**src/verilog/rrd_regs.svh**
```systemverilog
// Constants of the rotate-right datapath: opcode patterns, addressing
// limits and reset values.
// Assumes it is included by its bare name wherever the values are needed.
`ifndef RRD_REGS_SVH
`define RRD_REGS_SVH

// Upper six opcode bits of the two rotate instructions.
`define RRD_OPC_THROUGH_CARRY 6'h0c
`define RRD_OPC_WRAP          6'h10
// Field positions within the 16-bit instruction word.
`define RRD_OPC_MSB           15
`define RRD_OPC_LSB           10
`define RRD_DEST_BIT          9
`define RRD_ACCESS_BIT        8
// Highest file address that uses indexed literal offset addressing.
`define RRD_INDEXED_LIMIT     8'h5f
// Lowest access-bank address mapped to the top bank, plain mode.
`define RRD_ACCESS_SPLIT      8'h80
// Lowest access-bank address mapped to the top bank, extended mode.
`define RRD_ACCESS_SPLIT_EXT  8'h60
// Bank numbers that form the access bank.
`define RRD_ACCESS_LOW_BANK   4'h0
`define RRD_ACCESS_HIGH_BANK  4'hf
// Reset values of the status flags.
`define RRD_CARRY_RESET       1'b0
`define RRD_NEG_RESET         1'b0
`define RRD_ZERO_RESET        1'b0

`endif

```
**src/verilog/rrd_pkg.sv**
```systemverilog
// Types shared by the rotate-right datapath modules.
// Assumes the constants header is compiled alongside it.
`default_nettype none

package rrd_pkg;

   // Quarter phases of one instruction cycle, one-hot.
   typedef enum logic [3:0] {
      RRD_Q1 = 4'h1,
      RRD_Q2 = 4'h2,
      RRD_Q3 = 4'h4,
      RRD_Q4 = 4'h8
   } rrd_phase_e;

   // Operation held for the instruction in flight.
   typedef enum logic [1:0] {
      RRD_OP_NONE  = 2'h0,
      RRD_OP_CARRY = 2'h1,
      RRD_OP_WRAP  = 2'h2
   } rrd_op_e;

   // Complete state of the datapath.
   typedef struct packed {
      rrd_phase_e  phase;
      rrd_op_e     op;
      logic        toFile;
      logic [11:0] addr;
      logic [7:0]  operand;
      logic        memRdEn;
      logic [11:0] memAddr;
      logic        memWrEn;
      logic [7:0]  memWrData;
      logic        wWrEn;
      logic [7:0]  wWrData;
      logic        carry;
      logic        neg;
      logic        zero;
      logic        done;
   } rrd_state_s;

endpackage : rrd_pkg

`default_nettype wire

```
**src/verilog/rrd_rotator.sv**
```systemverilog
// Combinational rotate-right unit with flag results.
// Assumes the operand and carry come from registers on the same clock.
`default_nettype none
`timescale 1ns/10ps

module rrd_rotator (
   input  wire logic          throughCarry,
   input  wire logic [7:0]    operand,
   input  wire logic          carryIn,
   output logic      [7:0]    result,
   output logic               carryOut,
   output logic               negOut,
   output logic               zeroOut
);

   // Shift right one place; bit 7 gets the carry or the old bit 0.
   always_comb begin
      result   = {throughCarry ? carryIn : operand[0], operand[7:1]}; // [RQ1] [RQ3]
      carryOut = throughCarry ? operand[0] : carryIn; // [RQ1] [RQ3]
      negOut   = result[7]; // [RQ10]
      zeroOut  = (result == 8'h00); // [RQ10]
   end

endmodule : rrd_rotator

`default_nettype wire

```
**src/verilog/rrd_datapath.sv**
```systemverilog
// Execution datapath for the two rotate-right instructions of the core.
// Assumes instruction word, bank pointer, index base and read data come
// from core logic on the same clock; read data answers combinationally.
//
// How it works
// [RQ1] Through-carry rotate: bit0 to carry, carry to bit7.
// [RQ2] Opcode upper bits 0011 00da select through-carry.
// [RQ3] Wrap rotate: bit0 to bit7, carry kept.
// [RQ4] Opcode upper bits 0100 00da select wrap rotate.
// [RQ5] Destination bit 0 writes W, 1 writes file.
// [RQ6] Access bit 0 uses access bank, ignoring bank pointer.
// [RQ7] Extended set, access 0, f<=95: indexed literal offset.
// [RQ8] Access bit 1 selects general bank via pointer.
// [RQ9] One cycle: decode, read, process, write quarters.
// [RQ10] Negative is result bit 7; zero when result zero.
`default_nettype none
`timescale 1ns/10ps
`include "rrd_regs.svh"

module rrd_datapath (
   input  wire logic          clk,
   input  wire logic          rstn,
   input  wire logic          instrValid,
   input  wire logic [15:0]   instrWord,
   input  wire logic          extSetEnable,
   input  wire logic [3:0]    bankPointer,
   input  wire logic [11:0]   indexBase,
   input  wire logic [7:0]    memRdData,
   output logic      [3:0]    quarter,
   output logic               memRdEn,
   output logic      [11:0]   memAddr,
   output logic               memWrEn,
   output logic      [7:0]    memWrData,
   output logic               wWrEn,
   output logic      [7:0]    wWrData,
   output logic               carryFlag,
   output logic               negFlag,
   output logic               zeroFlag,
   output logic               instrDone
);

   // ****************************************************************
   // State and rotate unit
   // ****************************************************************

   rrd_pkg::rrd_state_s state_q;
   rrd_pkg::rrd_state_s state_d;

   logic [7:0]  rotResult;
   logic        rotCarry;
   logic        rotNeg;
   logic        rotZero;
   logic [5:0]  opcode;
   logic [7:0]  fileAddr;
   logic        accessBit;
   logic [11:0] effAddr;
   logic [7:0]  accessSplit;

   // Rotation and flag results from the captured operand.
   rrd_rotator u_rotator (
      .throughCarry (state_q.op == rrd_pkg::RRD_OP_CARRY),
      .operand      (state_q.operand),
      .carryIn      (state_q.carry),
      .result       (rotResult),
      .carryOut     (rotCarry),
      .negOut       (rotNeg),
      .zeroOut      (rotZero)
   );

   // ****************************************************************
   // Operand addressing
   // ****************************************************************

   // Instruction fields used by decode and address selection.
   assign opcode    = instrWord[`RRD_OPC_MSB:`RRD_OPC_LSB];
   assign fileAddr  = instrWord[7:0];
   assign accessBit = instrWord[`RRD_ACCESS_BIT];

   // The access bank splits lower in extended mode, since its low part
   // is taken by the indexed window.
   assign accessSplit = extSetEnable ? `RRD_ACCESS_SPLIT_EXT
                                     : `RRD_ACCESS_SPLIT;

   // Full data address of the operand.
   always_comb begin
      if (accessBit) begin
         effAddr = {bankPointer, fileAddr}; // [RQ6] [RQ8]
      end else if (extSetEnable && (fileAddr <= `RRD_INDEXED_LIMIT)) begin
         effAddr = indexBase + {4'h0, fileAddr}; // [RQ7]
      end else if (fileAddr < accessSplit) begin
         effAddr = {`RRD_ACCESS_LOW_BANK, fileAddr}; // [RQ6]
      end else begin
         effAddr = {`RRD_ACCESS_HIGH_BANK, fileAddr}; // [RQ6]
      end
   end

   // ****************************************************************
   // Quarter sequencer and datapath
   // ****************************************************************

   // Next state: the quarters run free, and each does its own step.
   always_comb begin
      state_d         = state_q;
      state_d.memRdEn = 1'b0;
      state_d.memWrEn = 1'b0;
      state_d.wWrEn   = 1'b0;
      state_d.done    = 1'b0;
      unique case (state_q.phase)
         rrd_pkg::RRD_Q1: begin
            // Decode; the read is presented during the second quarter.
            state_d.phase  = rrd_pkg::RRD_Q2; // [RQ9]
            state_d.op     = rrd_pkg::RRD_OP_NONE;
            state_d.toFile = instrWord[`RRD_DEST_BIT];
            state_d.addr   = effAddr;
            if (instrValid && (opcode == `RRD_OPC_THROUGH_CARRY)) begin
               state_d.op = rrd_pkg::RRD_OP_CARRY; // [RQ2]
            end else if (instrValid && (opcode == `RRD_OPC_WRAP)) begin
               state_d.op = rrd_pkg::RRD_OP_WRAP; // [RQ4]
            end
            if (instrValid && ((opcode == `RRD_OPC_THROUGH_CARRY) ||
                               (opcode == `RRD_OPC_WRAP))) begin
               state_d.memRdEn = 1'b1; // [RQ9]
               state_d.memAddr = effAddr;
            end
         end
         rrd_pkg::RRD_Q2: begin
            // Capture the operand at the end of the read quarter.
            state_d.phase   = rrd_pkg::RRD_Q3; // [RQ9]
            state_d.operand = memRdData;
         end
         rrd_pkg::RRD_Q3: begin
            // Process; destination write and flags show in the fourth.
            state_d.phase = rrd_pkg::RRD_Q4; // [RQ9]
            if (state_q.op != rrd_pkg::RRD_OP_NONE) begin
               state_d.done  = 1'b1;
               state_d.carry = rotCarry; // [RQ1] [RQ3]
               state_d.neg   = rotNeg; // [RQ10]
               state_d.zero  = rotZero; // [RQ10]
               if (state_q.toFile) begin
                  state_d.memWrEn   = 1'b1; // [RQ5]
                  state_d.memAddr   = state_q.addr;
                  state_d.memWrData = rotResult;
               end else begin
                  state_d.wWrEn   = 1'b1; // [RQ5]
                  state_d.wWrData = rotResult;
               end
            end
         end
         rrd_pkg::RRD_Q4: begin
            state_d.phase = rrd_pkg::RRD_Q1; // [RQ9]
            state_d.op    = rrd_pkg::RRD_OP_NONE;
         end
         default: begin
            // An illegal phase code restarts the sequence.
            state_d.phase = rrd_pkg::RRD_Q1;
            state_d.op    = rrd_pkg::RRD_OP_NONE;
         end
      endcase
   end

   // Register the whole state; reset starts in the decode quarter.
   always_ff @(posedge clk or negedge rstn) begin
      if (!rstn) begin
         state_q.phase     <= rrd_pkg::RRD_Q1;
         state_q.op        <= rrd_pkg::RRD_OP_NONE;
         state_q.toFile    <= 1'b0;
         state_q.addr      <= 12'h000;
         state_q.operand   <= 8'h00;
         state_q.memRdEn   <= 1'b0;
         state_q.memAddr   <= 12'h000;
         state_q.memWrEn   <= 1'b0;
         state_q.memWrData <= 8'h00;
         state_q.wWrEn     <= 1'b0;
         state_q.wWrData   <= 8'h00;
         state_q.carry     <= `RRD_CARRY_RESET;
         state_q.neg       <= `RRD_NEG_RESET;
         state_q.zero      <= `RRD_ZERO_RESET;
         state_q.done      <= 1'b0;
      end else begin
         state_q <= state_d;
      end
   end

   // ****************************************************************
   // Outputs
   // ****************************************************************

   // Every output is a field of the registered state.
   assign quarter   = state_q.phase;
   assign memRdEn   = state_q.memRdEn;
   assign memAddr   = state_q.memAddr;
   assign memWrEn   = state_q.memWrEn;
   assign memWrData = state_q.memWrData;
   assign wWrEn     = state_q.wWrEn;
   assign wWrData   = state_q.wWrData;
   assign carryFlag = state_q.carry;
   assign negFlag   = state_q.neg;
   assign zeroFlag  = state_q.zero;
   assign instrDone = state_q.done;

endmodule : rrd_datapath

`default_nettype wire

```
**config.mk**
```make
export PLATFORM = sky130hd
export DESIGN_NAME = rrd_datapath
export DESIGN_NICKNAME = d
export VERILOG_FILES = /design/src/verilog/rrd_pkg.sv /design/src/verilog/rrd_rotator.sv /design/src/verilog/rrd_datapath.sv
export VERILOG_INCLUDE_DIRS = /design/src /design/src/verilog
export SDC_FILE = /design/constraint.sdc
export NUM_CORES = 1
export LEC_CHECK = 0
export ABC_AREA = 1
export BUFFER_PORTS_ARGS = -buffer_cell sky130_fd_sc_hd__buf_2
export CORE_MARGIN = 2
export CORE_UTILIZATION = 40
export DETAILED_ROUTE_END_ITERATION = 10
export SLEW_MARGIN = 20
export SYNTH_ARGS = -nofsm -noshare
export SYNTH_HDL_FRONTEND = slang
export SYNTH_SLANG_ARGS = --single-unit
```
**constraint.sdc**
```tcl
create_clock -name clk -period 2.5 [get_ports clk]
set_input_delay 0.375 -clock clk [delete_from_list [all_inputs] [get_ports clk]]
set_output_delay 0.375 -clock clk [all_outputs]
set_load 0.02 [all_outputs]
```
# Word-level counts from Yosys, hierarchy flattened

Index checks and enable logic that the tools add are counted.

Register bits after elaboration: 62
Word-level logic and storage cells: 59
Output and inout port bits: 39
Input bits: 44

Bitwise operators: 1
Eq/ne operators: 9
$lt $le $gt $ge: 2
Multiplexer cells: 17
$add $sub $neg: 1
Reduce and logical (&&, ||, !) cells: 14

Operator list:

| cell                                                           | number |
|---|---|
| 2-to-1 mux 12 bit                                              | 3 |
| 2-to-1 mux 34 bit                                              | 1 |
| one-hot mux 12 bit (2 select lines)                            | 1 |
| 2-to-1 mux 22 bit                                              | 1 |
| 2-to-1 mux 21 bit                                              | 1 |
| 2-to-1 mux 13 bit                                              | 1 |
| adder 12 x 8 -> 12 bit                                         | 1 |
| one-hot mux 4 bit (3 select lines)                             | 1 |
| 2-to-1 mux 9 bit                                               | 1 |
| AND reduction 3 bit                                            | 3 |
| less-or-equal comparator 8 x 7 -> 1 bit, second input constant | 1 |
| logical NOT 8 bit                                              | 1 |
| < comparator 8 bit                                             | 1 |
| 2-to-1 mux 8 bit                                               | 1 |
| equality test 6 x 4 -> 1 bit, second input constant            | 1 |
| equality test 6 x 5 -> 1 bit, second input constant            | 1 |
| != test 2 bit, second input constant                           | 3 |
| equality test 4 x 1 -> 1 bit, second input constant            | 1 |
| equality test 4 x 2 -> 1 bit, second input constant            | 1 |
| equality test 4 x 3 -> 1 bit, second input constant            | 1 |
| logical AND 1 bit                                              | 4 |
| 2-to-1 mux 2 bit                                               | 2 |
| one-hot mux 2 bit (2 select lines)                             | 1 |
| AND reduction 4 bit                                            | 1 |
| other kinds (7)                                                | 10 |

# Longest topological paths before layout

Gate-level depths: netlist (run 1).

Depth after elaboration: 7
Gate-level depth with buffers: 12

# By module

A second synthesis (run 1) with hierarchy kept.

Cells, all modules: 458
Area, all modules: 3668.5 um^2

By module, submodules not included:

| module       | area an instance (um^2) | instances | cells an instance |
|---|---|---|---|
| rrd_datapath | 3543.4                  | 1         | 436 |
| rrd_rotator  | 125.1                   | 1         | 22 |

# Worst setup path after synthesis (run 1)

Ideal clock, no wire load.

Path type: input port to flip-flop
Start point: input instrWord[0]
End point: register state_q[49] (netlist name)
Stages: 9
Setup time: 0.131 ns
Data arrival time: 1.679 ns
Setup slack: 0.690 ns
Cells stage by stage: ha_1 fa_1 nand3_1 nand3_1 a21oi_1 or2_0 nand3_1 nand3_1 o21ai_0

Longest elaborated chain between the ends: 4
Elaborated cells between the ends (all ways): 5
Classes of those cells: add/sub (1); order compare (1); mux (2); reduce/logical (1)

RTL lines:

| what                                                           | RTL line            | source |
|---|---|---|
| start: declaration                                             | rrd_datapath.sv:24  | `input wire logic [15:0] instrWord,` |
| branches (longest 2 deep; another with adder 12 x 8 -> 12 bit) | --                  |  |
| 2-to-1 mux 12 bit *                                            | rrd_datapath.sv:88  | `` end else if (extSetEnable && (fileAddr <= `RRD_INDEXED_LIMIT)) begin `` |
| 2-to-1 mux 12 bit *                                            | rrd_datapath.sv:86  | `if (accessBit) begin` |
| end signal: assignment                                         | rrd_datapath.sv:180 | `state_q <= state_d;` |
| end: declaration                                               | rrd_datapath.sv:46  | `rrd_pkg::rrd_state_s state_q;` |

Mark *: on every way between the ends.
A chain may end at the register's enable or synchronous reset.

# Worst setup path in the final report (run 1)

Start point: register state_q (netlist bit quarter[0])
End point: register memAddr[5] (netlist name)

Longest elaborated chain between the ends: 3
Elaborated cells between the ends (all ways): 8
Classes of those cells: eq/ne (5); mux (1); reduce/logical (2)

RTL lines:

| what                                                                                | RTL line            | source |
|---|---|---|
| equality test 4 x 3 -> 1 bit / equality test 4 x 1 -> 1 bit (equally long branches) | rrd_datapath.sv:108 | `unique case (state_q.phase)` |
| != test 2 bit (no line) / nonzero test 2 bit (equally long branches)                | --                  |  |
| AND reduction 4 bit (no line)                                                       | --                  |  |

Several ways; a longest one is shown, not always the timed one.

==> results of run 1 <==
-- worst paths after layout --
check	endpoint	startpoint	slack, ns
worst min register to register	wWrData[7]	wWrData[7]	0.48
worst max register to register	memAddr[5]	quarter[0]	0.51
min in group clk	state_q[37]	memRdData[2]	0.24
worst max-delay path	memAddr[5]	quarter[0]	0.51
worst min-delay path	quarter[2]	rstn	0.07
max in group asynchronous	memAddr[1]	rstn	1.82
-- cells by family after synthesis --
logic type | count (synthesis) | synth area share, %
compound gates | 74 | 12.20
buf+inv | 98 | 15.11
fa+ha+maj | 11 | 4.115
flops | 62 | 44.02
simple gates | 185 | 23.24
mux | 2 | 0.5676
xor+xnor | 3 | 0.7451
-- routing by layer --
metal	up-vias	global-route usage [%]	wire (µm)
met1	1344	24.55	3847
met2	58	25.97	3521
met5	-	0	0
li1	1477	-	-
met3	6	3.364	337
met4	0	6.090	97
-- state kept, by name (all words and copies together) (netlist names) --
register / count
state_q: 23
memAddr: 12
memWrData: 8
wWrData: 8
quarter: 4
carryFlag: 1
instrDone: 1
memRdEn: 1
memWrEn: 1
negFlag: 1
wWrEn: 1
zeroFlag: 1
-- cell usage in the layout (no fill, tap or decap), types with 2 or more instances in the layout --
| master | instances |
|---|---|
| nand2_1 | 106 |
| buf_2 | 82 |
| dfrtp_1 | 61 |
| inv_1 | 50 |
| o21ai_0 | 34 |
| nand3_1 | 27 |
| nor2_1 | 23 |
| a21oi_1 | 20 |
| ha_1 | 10 |
| clkbuf_8 | 9 |
| o21ai_2 | 8 |
| nand4_1 | 7 |
| or2_2 | 7 |
| inv_2 | 5 |
| o22ai_1 | 5 |
| nor2_2 | 4 |
| nand3_2 | 3 |
| xnor2_1 | 3 |
| buf_4 | 3 |
| nor3_1 | 2 |
| a31oi_1 | 2 |
| nand3b_1 | 2 |
| mux2i_1 | 2 |
| clkinv_2 | 2 |
| clkinvlp_4 | 2 |
| inv_6 | 2 |
-- area by class of cell --
type | count | area, µm² | area share (%)
Clock inverter | 7 | 72.57 | 1.819
Clock buffer | 9 | 123.9 | 3.105
Tap cell | 108 | 135.1 | 3.388
Sequential cell | 62 | 1553 | 38.93
Timing Repair Buffer | 86 | 452.9 | 11.36
Inverter | 56 | 210.2 | 5.270
Multi-Input combinational cell | 275 | 1441 | 36.14
-- power by group through the flow --
stage	registers, mW	logic [mW]	clock network, mW
2_1_floorplan	1.11	0.280	0
3_3_place_gp	1.11	0.372	0
3_5_place_dp	1.12	0.377	0
4_1_cts	1.10	0.379	0.892
5_1_grt	1.10	0.428	0.939
6_report	1.10	0.374	0.868
-- Yosys cell counts (all sizes together) (2+ instances only) --
cell	n
buf	39
o22ai	5
nor2	27
mux2i	2
ha	10
nand4	7
dfrtp	61
inv	55
xnor2	3
nand3b	2
a21oi	21
nand3	30
o21ai	42
nor3	2
a31oi	2
or2	8
nand2	107
clkbuf	3
nor3b	2
-- through the flow --
step	worst slack, ns	std cells
after floorplan	0.6900	435
after global placement	0.4718	587
after detailed placement	0.4439	587
after CTS	0.4877	603
after global routing	0.3041	603
final	0.5052	603
-- critical path, delay by kind of cell (launching register included) --
family                 cells  cell delay, ns
and+or+nand+nor            4            0.80
DFF                        1            0.55
buffers and inverters      3            0.40
AOI/OAI and AO/OA          2            0.12
==> flow_summary.yaml, run 1 <==
cells_and_area:
  fillers: 895
  final_area_um2: 3989
  area_growth_syn_to_layout_pct: 13.09
  num_antenna_cells: 0
  final_core_util_pct: 46.19
  drive_gt1_share_pct: 26.87
  final_nets: 545
sta:
  post-route-period-util_pct: 79.79
  worst_pin_slew_ns: 0.6562
  setup_tns_ns: 0
  fin_crit_ns: 1.995
  finalSetupViolCount: 0
  max_slew_margin_pct: 56.26
  grt_setup_unrepaired: "false"
  fin_skew_ns: 0.01017
  max_freq_mhz: 501.3
  finalHoldViolCount: 0
  worst_hold_slack_ns: 0.06575
  slew_violations: 0
grt:
  grt_max_degree: 36
  gr-total-overflow: 0
  grt_pass1_vias: 2791
  antenna_found_initial: 0
  grt_pass1_wl_um: 13310
  grt_util_all_layers_pct: 17.15
yosys:
  synth_seq_cells: 62
  synth_warnings: 0
  syn_area_um2: 3527
  yosys-top-cells-area: "dfrtp_1 43%, nand2_1 11%, buf_4 7.2%"
  syn_inst: 435
  synth_ff_type: "dfrtp_1"
  async_flop_share_pct: 100.0
  ys_types: 35
  synth-edff-count: 0
  synth_top_area_cell: "dfrtp_1"
  avgSynthCellArea_um2: 8.108
  synth.yosys.seq_area_share_pct: 44.02
  synth_nets: 490
  netlist.area_leader.share_pct: 43.28
cts:
  cts_resized: 0
  clkTransAtPathRegs_ns: 0.07
  htreeDepth: 3
  holdBufCountCts: 0
  post_cts_buffers: 0
  cts_tree: "done"
  cts_made_buffers: 9
  cts-root-buf: "clkbuf_8"
  clk_latency_ns: 0.34
  cts.sinks: 62
  clk_path_buf_depth: 2
detailed_routing:
  drtIter0Drc: 66
  firstDrtPassIters: 4
  routed_wl_um: 7803
  dr_total_vias: 2885
  drtAntennaViolNets: 0
  route.detailed.drc: 0
  viasPerCell: 4.784
  routedWlPerCell_um: 12.94
pwr:
  p_int_mw: 1.669
  pwr_density_cell_nw_per_um2: 586.0
  power_mw: 2.337
  clkPwrFrac_pct: 37.1
  pwr-share-comb_pct: 16.0
  power_leakage_nw: 2.165
  seq_power_share_pct: 46.9
  switchingPower_uw: 668.5
  peakVddDrop_mv: 0.2467
  switching_share_pct: 28.60
worst_setup_path:
  r2r_cells: 9
  required_ns: 2.71
  worstSetupPathType: "reg -> reg"
  slowest_delay_ns: 0.55
  crit_top_cell: "inv_2"
  crit_path_end_kind: "flop"
  critPathLaunchType: "flop"
  cp.arrival_ns: 2.21
  cp_slowest_cell: "dfstp_2"
  cp_max_fo: 13
  cp_cell_sequence: "inv_1, nand3_2, a21oi_4, nand2_2, inv_2, nor2_2, inv_2, nor2_1, a21oi_1"
hold_path:
  min_path_type: "in -> async"
run_status:
  status: "finished clean"
placement:
  dpl.hpwl_um: 5923
  placedInstanceArea_um2: 3792
  port_buffers: 82
  place_congestion: 0.8626
floorplanning:
  start_util_pct: 40.84
  die_w_um: 97.91
  fp.dieH_um: 97.91
  coreArea_um2: 8636
  dieArea_um2: 9585
  pin_count: 83
  rows: 34
run:
  maxCapViolations: 0
No activity file was read; power rests on OpenSTA's default activity.
==> run 2, diff against run 1 <==
Clock period 2.5 ns to 1.6 ns, I/O delays scaled along.
==> run 2 against run 1 <==
Critical path depth did not move. Register-to-register slack got worse by 0.38 ns. Sequential cell count stayed put. Clock power up 80%.
==> flow_summary.yaml, run 2 (synthesis results as in run 1) <==
grt:
  grt_util_all_layers_pct: 17.38
  grt_max_degree: 36
  gr-total-overflow: 0
  antenna_found_initial: 0
  grt_pass1_wl_um: 13590
  grt_pass1_vias: 3028
sta:
  max_freq_mhz: 678.4
  finalHoldViolCount: 0
  fin_crit_ns: 1.474
  fin_skew_ns: 0.009971
  worst_pin_slew_ns: 0.3444
  finalSetupViolCount: 0
  worst_hold_slack_ns: 0.1062
  grt_setup_unrepaired: "false"
  max_slew_margin_pct: 77.04
  slew_violations: 0
  post-route-period-util_pct: 92.13
cells_and_area:
  area_growth_syn_to_layout_pct: 21.71
  layout_common_cells: "105 x nand2_1, 82 x buf_2, 61 x dfrtp_1"
  largest_register_ff_count: 23
  top_regs: "state_q (23), memAddr (12)"
  fillers: 872
  instances_no_fill: 632
  final_core_util_pct: 49.71
  final_area_um2: 4293
  drive_gt1_share_pct: 32.44
  num_antenna_cells: 0
  mostFrequentLayoutCell: "nand2_1"
  final_nets: 574
  regMostFlops: "state_q"
floorplanning:
  start_util_pct: 40.84
  rows: 34
  pin_count: 83
  fp.dieH_um: 97.91
  die_w_um: 97.91
  coreArea_um2: 8636
  dieArea_um2: 9585
worst_setup_path:
  critPathLaunchType: "flop"
  crit_path_end_kind: "flop"
  worstSetupPathType: "reg -> reg"
  cp.arrival_ns: 1.70
  cp_max_fo: 6
  required_ns: 1.82
cts:
  clk_latency_ns: 0.34
  clk_path_buf_depth: 2
  htreeDepth: 3
  cts_made_buffers: 9
  cts-root-buf: "clkbuf_8"
  cts_tree: "done"
  cts.sinks: 62
  clkTransAtPathRegs_ns: 0.08
pwr:
  peakVddDrop_mv: 0.3797
  pwr_density_cell_nw_per_um2: 913.1
  power_leakage_nw: 2.332
detailed_routing:
  dr_total_vias: 3010
  firstDrtPassIters: 4
  drtIter0Drc: 117
  routed_wl_um: 7835
  viasPerCell: 4.763
  route.detailed.drc: 0
  routedWlPerCell_um: 12.40
  drtAntennaViolNets: 0
placement:
  port_buffers: 82
  place_congestion: 0.8338
  dp_cells: 613
  dpl.hpwl_um: 6075
  placedInstanceArea_um2: 4011
run:
  maxCapViolations: 0
hold_path:
  min_path_type: "in -> reg"
run_status:
  status: "finished clean"
-- run 2: layout make-up --
cell class | count | area, µm² | share of cell area (%)
multi-input combinational | 275 | 1479 | 34.45
sequential | 62 | 1553 | 36.17
clock buffer | 9 | 123.9 | 2.885
clock inverter | 7 | 103.9 | 2.419
tap | 108 | 135.1 | 3.148
timing repair buffer | 115 | 685.7 | 15.97
inverter | 56 | 212.7 | 4.955
-- run 2: report_power, final --
part | switching (mW) | internal (mW)
logic | 0.377 | 0.267
registers | 0.0531 | 1.66
clock network | 0.662 | 0.898
-- run 2: worst paths after layout --
| check | from | endpoint | slack [ns] | depth (start not counted) |
|---|---|---|---|---|
| max in group asynchronous | rstn | quarter[0] | 0.66 | 3 |
| max | quarter[0] | memAddr[0] | 0.13 | 9 |
| max reg2reg | quarter[0] | memAddr[0] | 0.13 | 9 |
| min in group asynchronous | rstn | wWrData[3] | 0.34 | 2 |
| min | memRdData[2] | state_q[37] | 0.11 | 3 |
| min reg2reg | wWrData[1] | wWrData[1] | 0.48 | 2 |
-- run 2: stage by stage --
step | total power, mW | setup WS, ns | setup TNS (ns)
floorplan | 2.176 | 0.007635 | 0
global placement | 2.371 | -0.1855 | -2.620
detailed placement | 2.387 | -0.2392 | -3.556
CTS | 3.947 | 0.08239 | 0
global route | 4.122 | 0.008898 | 0
finish | 3.920 | 0.1259 | 0
-- run 2: what timing repair did --
action | in CTS | in global routing
resized for setup | 1 | 9
gates cloned | 0 | 0
endpoints found under the hold margin | 12 | 0
setup buffers | 2 | 0
pin swaps | 1 | 5
setup endpoints to repair | 12 | 13
hold buffers | 1 | 0
-- run 2: per-layer routing --
| layer | track usage [%] | share of wire [%] | wire (µm) |
|---|---|---|---|
| met4 | 5.876 | 1.7 | 132 |
| met1 | 23.20 | 47 | 3698 |
| met5 | 0 | 0 | 0 |
| met3 | 3.579 | 4.1 | 325 |
| met2 | 28.29 | 47 | 3678 |
-- run 2: critical path: stages (launching register included) --
cell and delay (ns):
dfstp_2 0.53, buf_4 0.11, nand3_2 0.08, inv_2 0.07
nand2_1 0.06, inv_2 0.07, nor2_4 0.05, buf_4 0.15
nor3b_2 0.18, nor2_1 0.05
